`config.mk`:
```
export PLATFORM = sky130hd
export DESIGN_NAME = tcs_attach_ctrl
export DESIGN_NICKNAME = d
export VERILOG_FILES = /design/src/pkg/tcs_pkg.sv /design/src/core/tcs_serial_port.sv /design/src/core/tcs_attach_ctrl.sv
export SDC_FILE = /design/constraint.sdc
export NUM_CORES = 1
export LEC_CHECK = 0
export ABC_AREA = 1
export BUFFER_PORTS_ARGS = -buffer_cell sky130_fd_sc_hd__clkbuf_2
export CORE_MARGIN = 2
export CORE_UTILIZATION = 55
export DETAILED_ROUTE_END_ITERATION = 12
export PLACE_DENSITY_LB_ADDON = 0.08
export SLEW_MARGIN = 5
export SYNTH_ARGS = -nofsm -noshare
export SYNTH_HDL_FRONTEND = slang
export SYNTH_SLANG_ARGS = --single-unit
```
`constraint.sdc`:
```
create_clock -name core_clk -period 3.6 [get_ports core_clk]
set_input_delay 0.18 -clock core_clk [delete_from_list [all_inputs] [get_ports core_clk]]
set_output_delay 0.18 -clock core_clk [all_outputs]
set_load 0.02 [all_outputs]
```
`src/pkg/tcs_pkg.sv`:
```
// shared constants, types and decode helpers for the cc attach controller
package tcs_pkg;
  // ==========================================================
  // serial access and timing
  localparam int ADDR_W = 7;
  localparam int DATA_W = 8;
  localparam int CLK_MHZ = 25;
  localparam int SCLK_DIV = 4;
  localparam int FRAME_BITS = 16;
  localparam int T_CC_DEB_US = 100000;
  localparam int T_CC_DEB_CYC = T_CC_DEB_US * CLK_MHZ;

  // ==========================================================
  // device register map
  localparam logic [6:0] REG_CC_PIN_CONTROL = 7'h10;
  localparam logic [6:0] REG_CMP_CTL = 7'h11;
  localparam logic [6:0] REG_CC_STAT = 7'h12;
  localparam logic [6:0] REG_FILT_TIME = 7'h13;
  localparam logic [6:0] REG_CLR_MASK1 = 7'h14;
  localparam logic [6:0] REG_CLR_MASK2 = 7'h15;
  localparam logic [6:0] REG_CMP_MASK1 = 7'h16;
  localparam logic [6:0] REG_CMP_MASK2 = 7'h17;
  localparam logic [6:0] REG_SAMP_MASK1 = 7'h18;
  localparam logic [6:0] REG_SAMP_MASK2 = 7'h19;
  localparam logic [6:0] REG_HIT1 = 7'h1a;
  localparam logic [6:0] REG_HIT2 = 7'h1b;
  localparam logic [6:0] REG_CHG1 = 7'h1c;
  localparam logic [6:0] REG_CHG2 = 7'h1d;
  localparam logic [6:0] REG_CC_IRQ_MASK = 7'h1e;
  localparam logic [6:0] REG_PWR_IRQ_MASK = 7'h1f;
  localparam logic [6:0] REG_IRQ_EN = 7'h20;
  localparam logic [6:0] REG_VBUS_MASK = 7'h21;
  localparam logic [6:0] REG_VBUS_LEVEL = 7'h22;
  localparam logic [6:0] REG_VBUS_SUPPLY_CONTROL = 7'h23;
  localparam logic [6:0] REG_CLOCK_SOURCE_CONTROL = 7'h24;

  // ==========================================================
  // field values
  localparam logic [7:0] CMP_CTL_OFF = 8'h00;
  localparam logic [7:0] CMP_CTL_BOTH = 8'h07;
  localparam int STAT_FILT_RUN = 0;
  localparam logic [1:0] RP_OFF = 2'h0;
  localparam logic [1:0] RP_DEF = 2'h1;
  localparam logic [1:0] RP_1A5 = 2'h2;
  localparam logic [1:0] RP_3A0 = 2'h3;
  localparam logic [1:0] COMM_NONE = 2'h0;
  localparam logic [1:0] COMM_CC1 = 2'h1;
  localparam logic [1:0] COMM_CC2 = 2'h2;
  localparam logic [7:0] MASK_DEF = 8'h21;
  localparam logic [7:0] MASK_1A5 = 8'h22;
  localparam logic [7:0] MASK_3A0 = 8'h44;
  localparam logic [7:0] VBUS_ZERO_MASK = 8'h01;
  localparam int VBUS_ZERO_BIT = 0;
  localparam logic [7:0] CC_IRQ_ALL = 8'h07;
  localparam logic [7:0] PWR_IRQ_ALL = 8'h01;
  localparam logic [7:0] IRQ_EN_ALL = 8'h07;
  localparam logic [7:0] CLK_KEEP_ALIVE = 8'h01;
  localparam logic [7:0] CHG_CLEAR_ALL = 8'hff;
  localparam logic [7:0] FILT_TIME_DEF = 8'h10;
  localparam logic [3:0] CFG_CLK_IDX = 4'hc;
  localparam logic [3:0] CFG_LAST = 4'hd;

  // ==========================================================
  // types
  typedef struct packed {
    logic wr;
    logic [6:0] addr;
    logic [7:0] data;
  } tcs_req_t;

  typedef enum logic [1:0] {
    TERM_OPEN = 2'h0,
    TERM_RD = 2'h1,
    TERM_RA = 2'h2
  } tcs_term_t;

  typedef enum logic [11:0] {
    ST_IDLE = 12'h001,
    ST_STOP = 12'h002,
    ST_POLL = 12'h004,
    ST_CFG = 12'h008,
    ST_WAIT = 12'h010,
    ST_RD = 12'h020,
    ST_CLR = 12'h040,
    ST_DEB = 12'h080,
    ST_CHK = 12'h100,
    ST_VBRD = 12'h200,
    ST_PWR = 12'h400,
    ST_COMM = 12'h800
  } tcs_state_t;

  typedef enum logic [1:0] {
    SP_IDLE = 2'h1,
    SP_BUSY = 2'h2
  } tcs_sp_state_t;

  // ==========================================================
  // threshold helpers, indexed by advertised rp code
  function automatic logic [7:0] mask_of(input logic [1:0] adv);
    case (adv)
      RP_1A5: mask_of = MASK_1A5;
      RP_3A0: mask_of = MASK_3A0;
      default: mask_of = MASK_DEF;
    endcase
  endfunction

  function automatic tcs_term_t classify(input logic [7:0] hit,
                                         input logic [1:0] adv);
    logic open_hit;
    logic rd_hit;
    open_hit = (adv == RP_3A0) ? hit[6] : hit[5];
    rd_hit = (adv == RP_3A0) ? hit[3] : ((adv == RP_1A5) ? hit[1] : hit[0]);
    if (open_hit) classify = TERM_OPEN;
    else if (rd_hit) classify = TERM_RD;
    else classify = TERM_RA;
  endfunction
endpackage

```
`src/core/tcs_serial_port.sv`:
```
// serial register access engine toward the port controller
`timescale 1ns/1ps
`default_nettype none
module tcs_serial_port #(
  parameter int DIV = tcs_pkg::SCLK_DIV
) (
  // clock and reset
  input wire logic core_clk,
  input wire logic srst,
  // request side
  input wire logic req_valid,
  output logic req_ready,
  input wire tcs_pkg::tcs_req_t req,
  output logic ack,
  output logic [7:0] rdata,
  // device pins
  output logic sclk,
  output logic cs_n,
  output logic mosi,
  input wire logic miso
);
  localparam int DW = $clog2(DIV + 1);
  localparam logic [DW-1:0] DIV_M1 = DW'(DIV - 1);
  localparam logic [3:0] LAST_BIT = 4'(tcs_pkg::FRAME_BITS - 1);

  tcs_pkg::tcs_sp_state_t st_ff, nxt_st;
  logic [DW-1:0] div_ff, nxt_div;
  logic [3:0] bit_ff, nxt_bit;
  logic [15:0] shift_ff, nxt_shift;
  logic [7:0] rx_ff, nxt_rx;
  logic sclk_ff, nxt_sclk;
  logic cs_n_ff, nxt_cs_n;
  logic ack_ff, nxt_ack;
  logic miso_meta_ff;
  logic miso_sync_ff;

  // ==========================================================
  // frame sequencing: read flag, address, data, msb first
  always_comb begin
    nxt_st = st_ff;
    nxt_div = div_ff;
    nxt_bit = bit_ff;
    nxt_shift = shift_ff;
    nxt_rx = rx_ff;
    nxt_sclk = sclk_ff;
    nxt_cs_n = cs_n_ff;
    nxt_ack = 1'b0;
    case (st_ff)
      tcs_pkg::SP_IDLE: begin
        if (req_valid) begin
          nxt_st = tcs_pkg::SP_BUSY;
          nxt_shift = {~req.wr, req.addr, req.data};
          nxt_cs_n = 1'b0;
          nxt_bit = 4'h0;
          nxt_div = DIV_M1;
          nxt_sclk = 1'b0;
        end
      end
      tcs_pkg::SP_BUSY: begin
        if (div_ff != '0) begin
          nxt_div = div_ff - 1'b1;
        end else begin
          nxt_div = DIV_M1;
          if (!sclk_ff) begin
            nxt_sclk = 1'b1;
            nxt_rx = {rx_ff[6:0], miso_sync_ff}; // sample on rising edge
          end else begin
            nxt_sclk = 1'b0;
            if (bit_ff == LAST_BIT) begin
              nxt_st = tcs_pkg::SP_IDLE;
              nxt_cs_n = 1'b1;
              nxt_ack = 1'b1;
            end else begin
              nxt_bit = bit_ff + 1'b1;
              nxt_shift = {shift_ff[14:0], 1'b0};
            end
          end
        end
      end
      default: nxt_st = tcs_pkg::SP_IDLE;
    endcase
  end

  // state registers and miso synchroniser
  always_ff @(posedge core_clk) begin
    if (srst) begin
      st_ff <= tcs_pkg::SP_IDLE;
      div_ff <= '0;
      bit_ff <= 4'h0;
      shift_ff <= 16'h0000;
      rx_ff <= 8'h00;
      sclk_ff <= 1'b0;
      cs_n_ff <= 1'b1;
      ack_ff <= 1'b0;
      miso_meta_ff <= 1'b0;
      miso_sync_ff <= 1'b0;
    end else begin
      st_ff <= nxt_st;
      div_ff <= nxt_div;
      bit_ff <= nxt_bit;
      shift_ff <= nxt_shift;
      rx_ff <= nxt_rx;
      sclk_ff <= nxt_sclk;
      cs_n_ff <= nxt_cs_n;
      ack_ff <= nxt_ack;
      miso_meta_ff <= miso;
      miso_sync_ff <= miso_meta_ff;
    end
  end

  // outputs
  assign req_ready = (st_ff == tcs_pkg::SP_IDLE);
  assign ack = ack_ff;
  assign rdata = rx_ff;
  assign sclk = sclk_ff;
  assign cs_n = cs_n_ff;
  assign mosi = shift_ff[15];
endmodule // tcs_serial_port
`default_nettype wire

```
`src/core/tcs_attach_ctrl.sv`:
```
// host sequencer for source-side cc attach detection on the port controller
// Notes on behaviour
// - both pins open: watch both for attach, vbus and vconn off.
// - rd on one pin, other open: watch rd pin only, vbus on.
// - ra and open: watch open for sink, ra for cable; power off.
// - ra and rd: watch rd pin only, vconn on.
// - rd/rd debug or ra/ra audio: watch both, vconn off.
// - stop comparator with 00 and poll filter-running idle first.
// - only the keep-alive clock may run while waiting.
// - extra cc debounce after the irq before declaring attach.
// - vbus must read zero-volt before vbus is powered.
// - vconn only toward a pin showing an active cable.
// - comm select points at the pin carrying rd.
`timescale 1ns/1ps
`default_nettype none
module tcs_attach_ctrl #(
  parameter int DEB_CYC = tcs_pkg::T_CC_DEB_CYC,
  parameter logic [7:0] FILT_TIME = tcs_pkg::FILT_TIME_DEF
) (
  // clock and reset
  input wire logic core_clk,
  input wire logic srst,
  // user commands
  input wire logic start,
  input wire logic [1:0] adv_sel,
  // user status
  output logic busy,
  output logic attached,
  output logic accessory,
  output logic vbus_on,
  output logic vconn1_on,
  output logic vconn2_on,
  output logic watch_cc1,
  output logic watch_cc2,
  output logic vbus_refused,
  // device pins
  output logic spi_sclk,
  output logic spi_cs_n,
  output logic spi_mosi,
  input wire logic spi_miso,
  input wire logic irq_n
);
  localparam int CW = $clog2(DEB_CYC + 1);
  localparam logic [CW-1:0] DEB_LOAD = CW'(DEB_CYC);

  tcs_pkg::tcs_state_t state_ff, nxt_state;
  logic [3:0] idx_ff, nxt_idx;
  logic sent_ff, nxt_sent;
  logic [1:0] adv_ff, nxt_adv;
  logic [7:0] hit1_ff, nxt_hit1, hit2_ff, nxt_hit2;
  logic [CW-1:0] cnt_ff, nxt_cnt;
  logic vzero_ff, nxt_vzero;
  logic vbus_ff, nxt_vbus, vc1_ff, nxt_vc1, vc2_ff, nxt_vc2;
  logic mon1_ff, nxt_mon1, mon2_ff, nxt_mon2;
  logic att_ff, nxt_att, acc_ff, nxt_acc, refused_ff, nxt_refused;
  logic irq_meta_ff, irq_sync_ff;
  logic want, req_valid, req_ready, ack;
  logic [7:0] rdata, cur_hit;
  tcs_pkg::tcs_req_t op;
  tcs_pkg::tcs_term_t t1, t2;
  logic p_vbus, p_vc1, p_vc2, p_mon1, p_mon2, p_acc, vbus_ok;
  logic [1:0] p_comm;

  // ==========================================================
  // configuration writes, one per index, comparator armed last
  function automatic tcs_pkg::tcs_req_t cfg_op(input logic [3:0] i,
                                               input logic [1:0] adv);
    logic [7:0] m;
    m = tcs_pkg::mask_of(adv);
    case (i)
      4'h0: cfg_op = '{1'b1, tcs_pkg::REG_FILT_TIME, FILT_TIME};
      4'h1: cfg_op = '{1'b1, tcs_pkg::REG_CLR_MASK1, m};
      4'h2: cfg_op = '{1'b1, tcs_pkg::REG_CLR_MASK2, m};
      4'h3: cfg_op = '{1'b1, tcs_pkg::REG_CMP_MASK1, m};
      4'h4: cfg_op = '{1'b1, tcs_pkg::REG_CMP_MASK2, m};
      4'h5: cfg_op = '{1'b1, tcs_pkg::REG_SAMP_MASK1, m};
      4'h6: cfg_op = '{1'b1, tcs_pkg::REG_SAMP_MASK2, m};
      4'h7: cfg_op = '{1'b1, tcs_pkg::REG_VBUS_MASK, tcs_pkg::VBUS_ZERO_MASK};
      4'h8: cfg_op = '{1'b1, tcs_pkg::REG_CC_IRQ_MASK, tcs_pkg::CC_IRQ_ALL};
      4'h9: cfg_op = '{1'b1, tcs_pkg::REG_PWR_IRQ_MASK, tcs_pkg::PWR_IRQ_ALL};
      4'ha: cfg_op = '{1'b1, tcs_pkg::REG_IRQ_EN, tcs_pkg::IRQ_EN_ALL};
      4'hb: cfg_op = '{1'b1, tcs_pkg::REG_CC_PIN_CONTROL, {4'h0, adv, adv}};
      4'hc: cfg_op = '{1'b1, tcs_pkg::REG_CLOCK_SOURCE_CONTROL, tcs_pkg::CLK_KEEP_ALIVE};
      default: cfg_op = '{1'b1, tcs_pkg::REG_CMP_CTL, tcs_pkg::CMP_CTL_BOTH};
    endcase
  endfunction

  // ==========================================================
  // connection decision from the two filtered pin states
  always_comb begin
    t1 = tcs_pkg::classify(hit1_ff, adv_ff);
    t2 = tcs_pkg::classify(hit2_ff, adv_ff);
    p_vbus = (t1 == tcs_pkg::TERM_RD) ^ (t2 == tcs_pkg::TERM_RD);
    p_vc1 = (t1 == tcs_pkg::TERM_RA) && (t2 == tcs_pkg::TERM_RD);
    p_vc2 = (t2 == tcs_pkg::TERM_RA) && (t1 == tcs_pkg::TERM_RD);
    p_mon1 = !(t2 == tcs_pkg::TERM_RD && t1 != tcs_pkg::TERM_RD);
    p_mon2 = !(t1 == tcs_pkg::TERM_RD && t2 != tcs_pkg::TERM_RD);
    p_acc = (t1 == t2) && (t1 != tcs_pkg::TERM_OPEN);
    p_comm = !p_vbus ? tcs_pkg::COMM_NONE :
      ((t1 == tcs_pkg::TERM_RD) ? tcs_pkg::COMM_CC1 : tcs_pkg::COMM_CC2);
    vbus_ok = p_vbus && (vbus_ff || vzero_ff);
    cur_hit = idx_ff[0] ? hit2_ff : hit1_ff;
  end

  // ==========================================================
  // main sequencer: one register access per step
  always_comb begin
    nxt_state = state_ff;
    nxt_idx = idx_ff;
    nxt_adv = adv_ff;
    nxt_hit1 = hit1_ff;
    nxt_hit2 = hit2_ff;
    nxt_cnt = cnt_ff;
    nxt_vzero = vzero_ff;
    nxt_vbus = vbus_ff;
    nxt_vc1 = vc1_ff;
    nxt_vc2 = vc2_ff;
    nxt_mon1 = mon1_ff;
    nxt_mon2 = mon2_ff;
    nxt_att = att_ff;
    nxt_acc = acc_ff;
    nxt_refused = refused_ff;
    want = 1'b0;
    op = '{1'b0, tcs_pkg::REG_CC_STAT, 8'h00};
    case (state_ff)
      tcs_pkg::ST_IDLE: begin
        if (start) begin
          nxt_adv = adv_sel;
          nxt_state = tcs_pkg::ST_STOP;
        end
      end
      tcs_pkg::ST_STOP: begin
        want = 1'b1; // first access also wakes the device
        op = '{1'b1, tcs_pkg::REG_CMP_CTL, tcs_pkg::CMP_CTL_OFF};
        if (ack) nxt_state = tcs_pkg::ST_POLL;
      end
      tcs_pkg::ST_POLL: begin
        want = 1'b1;
        if (ack && !rdata[tcs_pkg::STAT_FILT_RUN]) begin
          nxt_state = tcs_pkg::ST_CFG;
          nxt_idx = 4'h0;
        end
      end
      tcs_pkg::ST_CFG: begin
        want = 1'b1;
        op = cfg_op(idx_ff, adv_ff);
        if (ack) begin
          nxt_idx = idx_ff + 1'b1;
          if (idx_ff == tcs_pkg::CFG_LAST) nxt_state = tcs_pkg::ST_WAIT;
        end
      end
      tcs_pkg::ST_WAIT: begin
        if (!irq_sync_ff) begin
          nxt_state = tcs_pkg::ST_RD;
          nxt_idx = 4'h0;
        end
      end
      tcs_pkg::ST_RD: begin
        want = 1'b1;
        op.addr = idx_ff[0] ? tcs_pkg::REG_HIT2 : tcs_pkg::REG_HIT1;
        if (ack) begin
          if (idx_ff[0]) nxt_hit2 = rdata;
          else nxt_hit1 = rdata;
          nxt_idx = {3'h0, ~idx_ff[0]};
          if (idx_ff[0]) nxt_state = tcs_pkg::ST_CLR;
        end
      end
      tcs_pkg::ST_CLR: begin
        want = 1'b1; // change bits stay set until written back
        op = '{1'b1, idx_ff[0] ? tcs_pkg::REG_CHG2 : tcs_pkg::REG_CHG1,
               tcs_pkg::CHG_CLEAR_ALL};
        if (ack) begin
          nxt_idx = {3'h0, ~idx_ff[0]};
          nxt_vzero = 1'b0;
          if (idx_ff[0]) begin
            nxt_state = tcs_pkg::ST_DEB;
            nxt_cnt = DEB_LOAD;
          end
        end
      end
      tcs_pkg::ST_DEB: begin
        if (cnt_ff != '0) nxt_cnt = cnt_ff - 1'b1;
        else nxt_state = tcs_pkg::ST_CHK;
      end
      tcs_pkg::ST_CHK: begin
        want = 1'b1;
        op.addr = idx_ff[0] ? tcs_pkg::REG_HIT2 : tcs_pkg::REG_HIT1;
        if (ack) begin
          if (rdata != cur_hit) begin // still settling: start over
            if (idx_ff[0]) nxt_hit2 = rdata;
            else nxt_hit1 = rdata;
            nxt_idx = 4'h0;
            nxt_cnt = DEB_LOAD;
            nxt_state = tcs_pkg::ST_DEB;
          end else if (!idx_ff[0]) begin
            nxt_idx = 4'h1;
          end else if (p_vbus && !vbus_ff) begin
            nxt_state = tcs_pkg::ST_VBRD;
          end else begin
            nxt_state = tcs_pkg::ST_PWR;
          end
        end
      end
      tcs_pkg::ST_VBRD: begin
        want = 1'b1;
        op.addr = tcs_pkg::REG_VBUS_LEVEL;
        if (ack) begin
          nxt_vzero = rdata[tcs_pkg::VBUS_ZERO_BIT];
          nxt_state = tcs_pkg::ST_PWR;
        end
      end
      tcs_pkg::ST_PWR: begin
        want = 1'b1;
        op = '{1'b1, tcs_pkg::REG_VBUS_SUPPLY_CONTROL,
               {5'h00, p_vc2, p_vc1, vbus_ok}};
        if (ack) begin
          nxt_vbus = vbus_ok;
          nxt_vc1 = p_vc1;
          nxt_vc2 = p_vc2;
          nxt_mon1 = p_mon1;
          nxt_mon2 = p_mon2;
          nxt_att = p_vbus;
          nxt_acc = p_acc;
          nxt_refused = p_vbus && !vbus_ok;
          nxt_state = tcs_pkg::ST_COMM;
        end
      end
      tcs_pkg::ST_COMM: begin
        want = 1'b1;
        op = '{1'b1, tcs_pkg::REG_CC_PIN_CONTROL,
               {2'h0, p_comm, adv_ff, adv_ff}};
        if (ack) nxt_state = tcs_pkg::ST_WAIT;
      end
      default: nxt_state = tcs_pkg::ST_IDLE;
    endcase
    nxt_sent = ack ? 1'b0 : (sent_ff || (req_valid && req_ready));
  end

  assign req_valid = want && !sent_ff;

  // registers of the sequencer, plus the irq pin synchroniser
  always_ff @(posedge core_clk) begin
    if (srst) begin
      state_ff <= tcs_pkg::ST_IDLE;
      idx_ff <= 4'h0;
      sent_ff <= 1'b0;
      adv_ff <= tcs_pkg::RP_OFF;
      hit1_ff <= 8'h00;
      hit2_ff <= 8'h00;
      cnt_ff <= '0;
      vzero_ff <= 1'b0;
      vbus_ff <= 1'b0;
      vc1_ff <= 1'b0;
      vc2_ff <= 1'b0;
      mon1_ff <= 1'b1;
      mon2_ff <= 1'b1;
      att_ff <= 1'b0;
      acc_ff <= 1'b0;
      refused_ff <= 1'b0;
      irq_meta_ff <= 1'b1;
      irq_sync_ff <= 1'b1;
    end else begin
      state_ff <= nxt_state;
      idx_ff <= nxt_idx;
      sent_ff <= nxt_sent;
      adv_ff <= nxt_adv;
      hit1_ff <= nxt_hit1;
      hit2_ff <= nxt_hit2;
      cnt_ff <= nxt_cnt;
      vzero_ff <= nxt_vzero;
      vbus_ff <= nxt_vbus;
      vc1_ff <= nxt_vc1;
      vc2_ff <= nxt_vc2;
      mon1_ff <= nxt_mon1;
      mon2_ff <= nxt_mon2;
      att_ff <= nxt_att;
      acc_ff <= nxt_acc;
      refused_ff <= nxt_refused;
      irq_meta_ff <= irq_n;
      irq_sync_ff <= irq_meta_ff;
    end
  end

  // serial access engine
  tcs_serial_port u_port (
    .core_clk(core_clk),
    .srst(srst),
    .req_valid(req_valid),
    .req_ready(req_ready),
    .req(op),
    .ack(ack),
    .rdata(rdata),
    .sclk(spi_sclk),
    .cs_n(spi_cs_n),
    .mosi(spi_mosi),
    .miso(spi_miso)
  );

  // outputs
  assign busy = (state_ff != tcs_pkg::ST_IDLE) &&
    (state_ff != tcs_pkg::ST_WAIT);
  assign attached = att_ff;
  assign accessory = acc_ff;
  assign vbus_on = vbus_ff;
  assign vconn1_on = vc1_ff;
  assign vconn2_on = vc2_ff;
  assign watch_cc1 = mon1_ff;
  assign watch_cc2 = mon2_ff;
  assign vbus_refused = refused_ff;

  // ==========================================================
  // checks
  chk_poll_busy: assert property (@(posedge core_clk) disable iff (srst)
    state_ff == tcs_pkg::ST_POLL && ack && rdata[tcs_pkg::STAT_FILT_RUN]
    |=> state_ff == tcs_pkg::ST_POLL)
    else $error("configuration began while the filter was running");
  chk_cfg_entry: assert property (@(posedge core_clk) disable iff (srst)
    $rose(state_ff == tcs_pkg::ST_CFG) |-> $past(state_ff) == tcs_pkg::ST_POLL)
    else $error("configuration entered without polling first");
  chk_deb_hold: assert property (@(posedge core_clk) disable iff (srst)
    state_ff == tcs_pkg::ST_DEB && cnt_ff != '0
    |=> state_ff == tcs_pkg::ST_DEB && cnt_ff == $past(cnt_ff) - 1'b1)
    else $error("debounce wait cut short");
  chk_vbus_safe: assert property (@(posedge core_clk) disable iff (srst)
    $rose(vbus_ff) |-> $past(vzero_ff) && $past(state_ff) == tcs_pkg::ST_PWR)
    else $error("vbus powered without a zero-volt reading");
  chk_vconn_ra: assert property (@(posedge core_clk) disable iff (srst)
    $rose(vc1_ff) |-> $past(t1) == tcs_pkg::TERM_RA && !vc2_ff)
    else $error("vconn driven toward a pin without a cable");
  chk_comm_rd: assert property (@(posedge core_clk) disable iff (srst)
    state_ff == tcs_pkg::ST_COMM && req_valid &&
    op.data[5:4] == tcs_pkg::COMM_CC2
    |-> t2 == tcs_pkg::TERM_RD && vbus_ff == vbus_ok)
    else $error("comm select not on the rd pin");
  chk_open_idle: assert property (@(posedge core_clk) disable iff (srst)
    state_ff == tcs_pkg::ST_PWR && ack && t1 == tcs_pkg::TERM_OPEN &&
    t2 == tcs_pkg::TERM_OPEN
    |=> !vbus_ff && !vc1_ff && !vc2_ff && mon1_ff && mon2_ff)
    else $error("open pins did not leave power off and both watched");
  chk_rd_single: assert property (@(posedge core_clk) disable iff (srst)
    state_ff == tcs_pkg::ST_PWR && ack && t1 == tcs_pkg::TERM_RD &&
    t2 == tcs_pkg::TERM_OPEN
    |=> mon1_ff && !mon2_ff && !vc1_ff && !vc2_ff && att_ff)
    else $error("single rd not handled");
  chk_ra_open: assert property (@(posedge core_clk) disable iff (srst)
    state_ff == tcs_pkg::ST_PWR && ack && t1 == tcs_pkg::TERM_RA &&
    t2 == tcs_pkg::TERM_OPEN
    |=> !vbus_ff && !vc1_ff && mon1_ff && mon2_ff)
    else $error("cable-only state powered a pin");
  chk_ra_rd: assert property (@(posedge core_clk) disable iff (srst)
    state_ff == tcs_pkg::ST_PWR && ack && t1 == tcs_pkg::TERM_RA &&
    t2 == tcs_pkg::TERM_RD
    |=> vc1_ff && !vc2_ff && !mon1_ff && mon2_ff)
    else $error("cable with sink not handled");
  chk_accessory: assert property (@(posedge core_clk) disable iff (srst)
    state_ff == tcs_pkg::ST_PWR && ack && t1 == t2 && t1 != tcs_pkg::TERM_OPEN
    |=> acc_ff && !vc1_ff && !vc2_ff && mon1_ff && mon2_ff)
    else $error("accessory state not handled");
  chk_keep_alive: assert property (@(posedge core_clk) disable iff (srst)
    state_ff == tcs_pkg::ST_CFG && idx_ff == tcs_pkg::CFG_CLK_IDX && req_valid
    |-> op.addr == tcs_pkg::REG_CLOCK_SOURCE_CONTROL && op.data == tcs_pkg::CLK_KEEP_ALIVE)
    else $error("clock control not set to keep-alive only");
endmodule // tcs_attach_ctrl
`default_nettype wire

```
==> key figures <==
Cells and area
  – Diodes inserted: 0
  – Nets: 1,010
  – Fraction of layout cells with a size suffix above 1: 0.09054
  – Fin util: 0.5952
  – P&R area growth vs syn: 6.824%

Power
  – Pleak: ~3.2 nW
  – Peak VDD IR: 408.3 uV
  – Net load switching power: 0.001386 W
  – Combinational share of power: 0.346
  – Clock power frac: 0.264
  – Power per cell area: 525.7 mW/mm^2
  – Flop pwr share: 0.390
  – Int Pwr: 0.002157 W
  – Pwr Total: around 0.0035 W
  – Switching share of power: 0.3912

Routing
  – Wirelength, routed: 15,180 um
  – Met3 wire length: 695 um
  – DRC errors left: 0
  – WL met2: 7033 um
  – Top sig layer: met4
  – M1 WL: slightly above 7000 um
  – Routed vias: approximately 6,000
  – DR pass1 iterations: 5
  – Vias per cell: 5.266
  – Iteration-0 DRC Markers: 450
  – Routed wire per std cell: 13.35 um
  – Post-route ant nets: 0

Hold path
  – Hold path endpoint: u_port.miso_meta_ff
  – Hold depth: 3
  – Hold path start: spi_miso
  – Hold WC Path Type: input port to flop

Global route
  – Vias in the first global route: 5,578
  – Antenna violations before repair: 0
  – First-pass GRT wire length: roughly 26,000 um
  – Remaining global-route overflow: 0
  – Largest net degree at the start of global routing: 36
  – All-Layer GR Usage: 0.2595

Die
  – Initial core utilization: 0.5571
  – Die Wd: around 110 um
  – Die area: approximately 0.012 mm^2
  – Row cnt: 39
  – Core Area: 0.01132 mm^2
  – Die Y: between 100 and 150 um
  – I/O pin count: 19

Synthesis
  – Post-Synth XOR/XNOR Area: 0.01250
  – Net Count, Synth: 1,002
  – Syn avg cell area: 6.423 um^2
  – Synth Area in Compound Gates: 0.1367
  – Area fraction of the dominant cell type after synthesis: 0.3364
  – Largest family of logic cells by synthesized area: simple AND/OR/NAND/NOR gates
  – Most frequent cells after synthesis: 242 x nand2_1, 126 x nor2_1, 122 x inv_1, 106 x dfxtp_1, 76 x nand3_1
  – Largest cells by area after synthesis: dfxtp_1 34%, nand2_1 14%, nor2_1 7.5%, inv_1 7.3%, nand3_1 6.0%
  – Yosys warnings: 0
  – Mapped Area: between 0.006 and 0.007 mm^2
  – Async SR Flop Fraction: 0
  – Mapped Cells: 982
  – Post-synth cell types: 43
  – Yosys reg bits: 106
  – Simple-Gate Fraction of Synth Area: 0.3848
  – EDFF count, synth: 0
  – Mux cell area share after synthesis: 0
  – Synth Area in Adders: 0.02579
  – Main synth FF type: dfxtp_1
  – Most numerous cell in the Yosys netlist: nand2_1
  – Leading area contributor after synthesis: dfxtp_1
  – Sequential element share of the synthesized area: 0.3364

STA
  – Final min period: 2.708 ns
  – F_max: ~370 MHz
  – Final period util: 0.7523
  – Max Slew Vio Count: 0
  – Final hold vios: 0
  – # setup viols final: 0
  – Setup TNS: 0 ns
  – Worst-margin pin slew: 0.7822 ns
  – Clk_skew: 0.009599 ns
  – Hold slack: approximately 0.016 ns
  – RSZ-0062 raised after global routing: no
  – Slew HR: 0.4786

Outcome
  – Status: finished clean

Setup path
  – Register-to-Register Setup Slack: 0.89 ns
  – Critical Path End Type: flop
  – R2r worst-path depth: 10
  – Worst flop-to-flop path endpoint: u_port.bit_ff[0]
  – WP data arrival: 2.96 ns
  – R2R Path Start: u_port.st_ff[0]
  – WS Path Type: flop to flop
  – Setup crit start kind: flop
  – Worst EP required: 3.86 ns
  – CP Max Fanout: 21

Clocking
  – Skew-Pair Late Insertion Delay: 0.36 ns
  – Root buffer cell: clkbuf_16
  – # H-tree levels: 3
  – Post-cts repair resize count: 0
  – TritonCTS buffer count: 9
  – CTS Sinks: between 100 and 150
  – Max Root-Sink Buffers: 2
  – CTS tree: done
  – Clock-pin transition on the worst setup and hold timing paths: ~0.07 ns

Place
  – Post-DP HPWL: 11,240 um
  – GPL Wtd Cong: around 0.94
  – Buffers on Ports: 18

Job
  – Max Cap Violations: 0
## worst max path at each step
stage | start | to | slack (ns) | depth (start not counted)
after floorplan | idx_ff[0] | u_port.shift_ff[1] | 1.69 | 14
after global placement | u_port.st_ff[0] | u_port.bit_ff[0] | 0.99 | 10
after detailed placement | u_port.st_ff[0] | u_port.bit_ff[0] | 0.88 | 10
after CTS | u_port.st_ff[0] | u_port.bit_ff[0] | 0.86 | 10
after global routing | u_port.st_ff[0] | u_port.shift_ff[9] | 0.57 | 10
final | u_port.st_ff[0] | u_port.bit_ff[0] | 0.89 | 10
## worst max-delay path: stages, from the launching register on
cell and delay, ns:
dfxtp_1 0.35, inv_1 0.05, ha_1 0.44, inv_1 0.34
nor2_1 0.14, nor3_1 0.41, nand2_2 0.34, inv_2 0.34
nand2_1 0.08, nand2_1 0.07, nor2_1 0.04
## power groups by stage
stage | registers, W | logic, W | clock network, W
6_report | 0.00138 | 0.00122 | 0.000936
5_1_grt | 0.00139 | 0.00141 | 0.000999
4_1_cts | 0.00138 | 0.00122 | 0.000962
3_5_place_dp | 0.00141 | 0.00122 | 0
3_3_place_gp | 0.00141 | 0.00121 | 0
2_1_floorplan | 0.00140 | 0.00101 | 0
## cells by family (layout without fill, tap and decap cells)
group,after synthesis,in the layout
flip-flops,106,106
AND/OR/NAND/NOR,531,531
buffers and inverters,158,170
AO/OA/AOI/OAI,165,165
XOR/XNOR,9,9
adder cells (fa/ha/maj),13,13
## per-layer routing
metal | vias up | track usage
met2 | 126 | 0.4209
met5 | - | 0
li1 | 3166 | -
met4 | 0 | 0.08971
met3 | 26 | 0.05905
met1 | 2669 | 0.3419
## cell type report
cell class	instances	area, um^2
multi-input cells	718	3531
inverters	131	496.7
flip-flops and latches	106	2122
repair buffers	24	137.6
fillers	1143	4583
clock inverters	3	25.02
well taps	143	178.9
clock buffers	12	246.5
## state kept, by name, summed over array words and instances (netlist names), 2 cells and up
register         cells
cnt_ff              22
u_port.shift_ff     16
state_ff            12
hit1_ff              8
hit2_ff              8
u_port.rdata         8
idx_ff               4
u_port.bit_ff        4
u_port.div_ff        3
adv_ff               2
u_port.st_ff         2
## cells in the final DEF, fill, tap and decap left out, drive strengths merged
cell,n
a21oi,75
nand3,79
nand4,14
inv,131
nor2,141
a21boi,2
dlygate4sd3,1
o21ai,83
dfxtp,106
o21bai,1
clkbuf,30
nor3,25
ha,13
buf,5
and3,1
clkinv,2
nand2,260
nand3b,3
nor4,3
a211oi,2
xnor2,2
xor2,7
clkinvlp,1
or2,5
o211ai,2
## through the flow
stage	area (um^2)	std cells	worst slack, ns
final	6738	1137	0.8918
after global routing	6738	1137	0.5746
after CTS	6738	1137	0.8558
after detailed placement	6456	1121	0.8819
after global placement	6456	1121	0.9947
after floorplan	6307	982	1.691
## repair_timing
action / CTS / global route
endpoints found under the hold margin: 1 / 0
setup buffers: 0 / 0
hold buffers: 1 / 0
setup endpoints to repair: 0 / 0
Power figures use the tool's default switching activity.
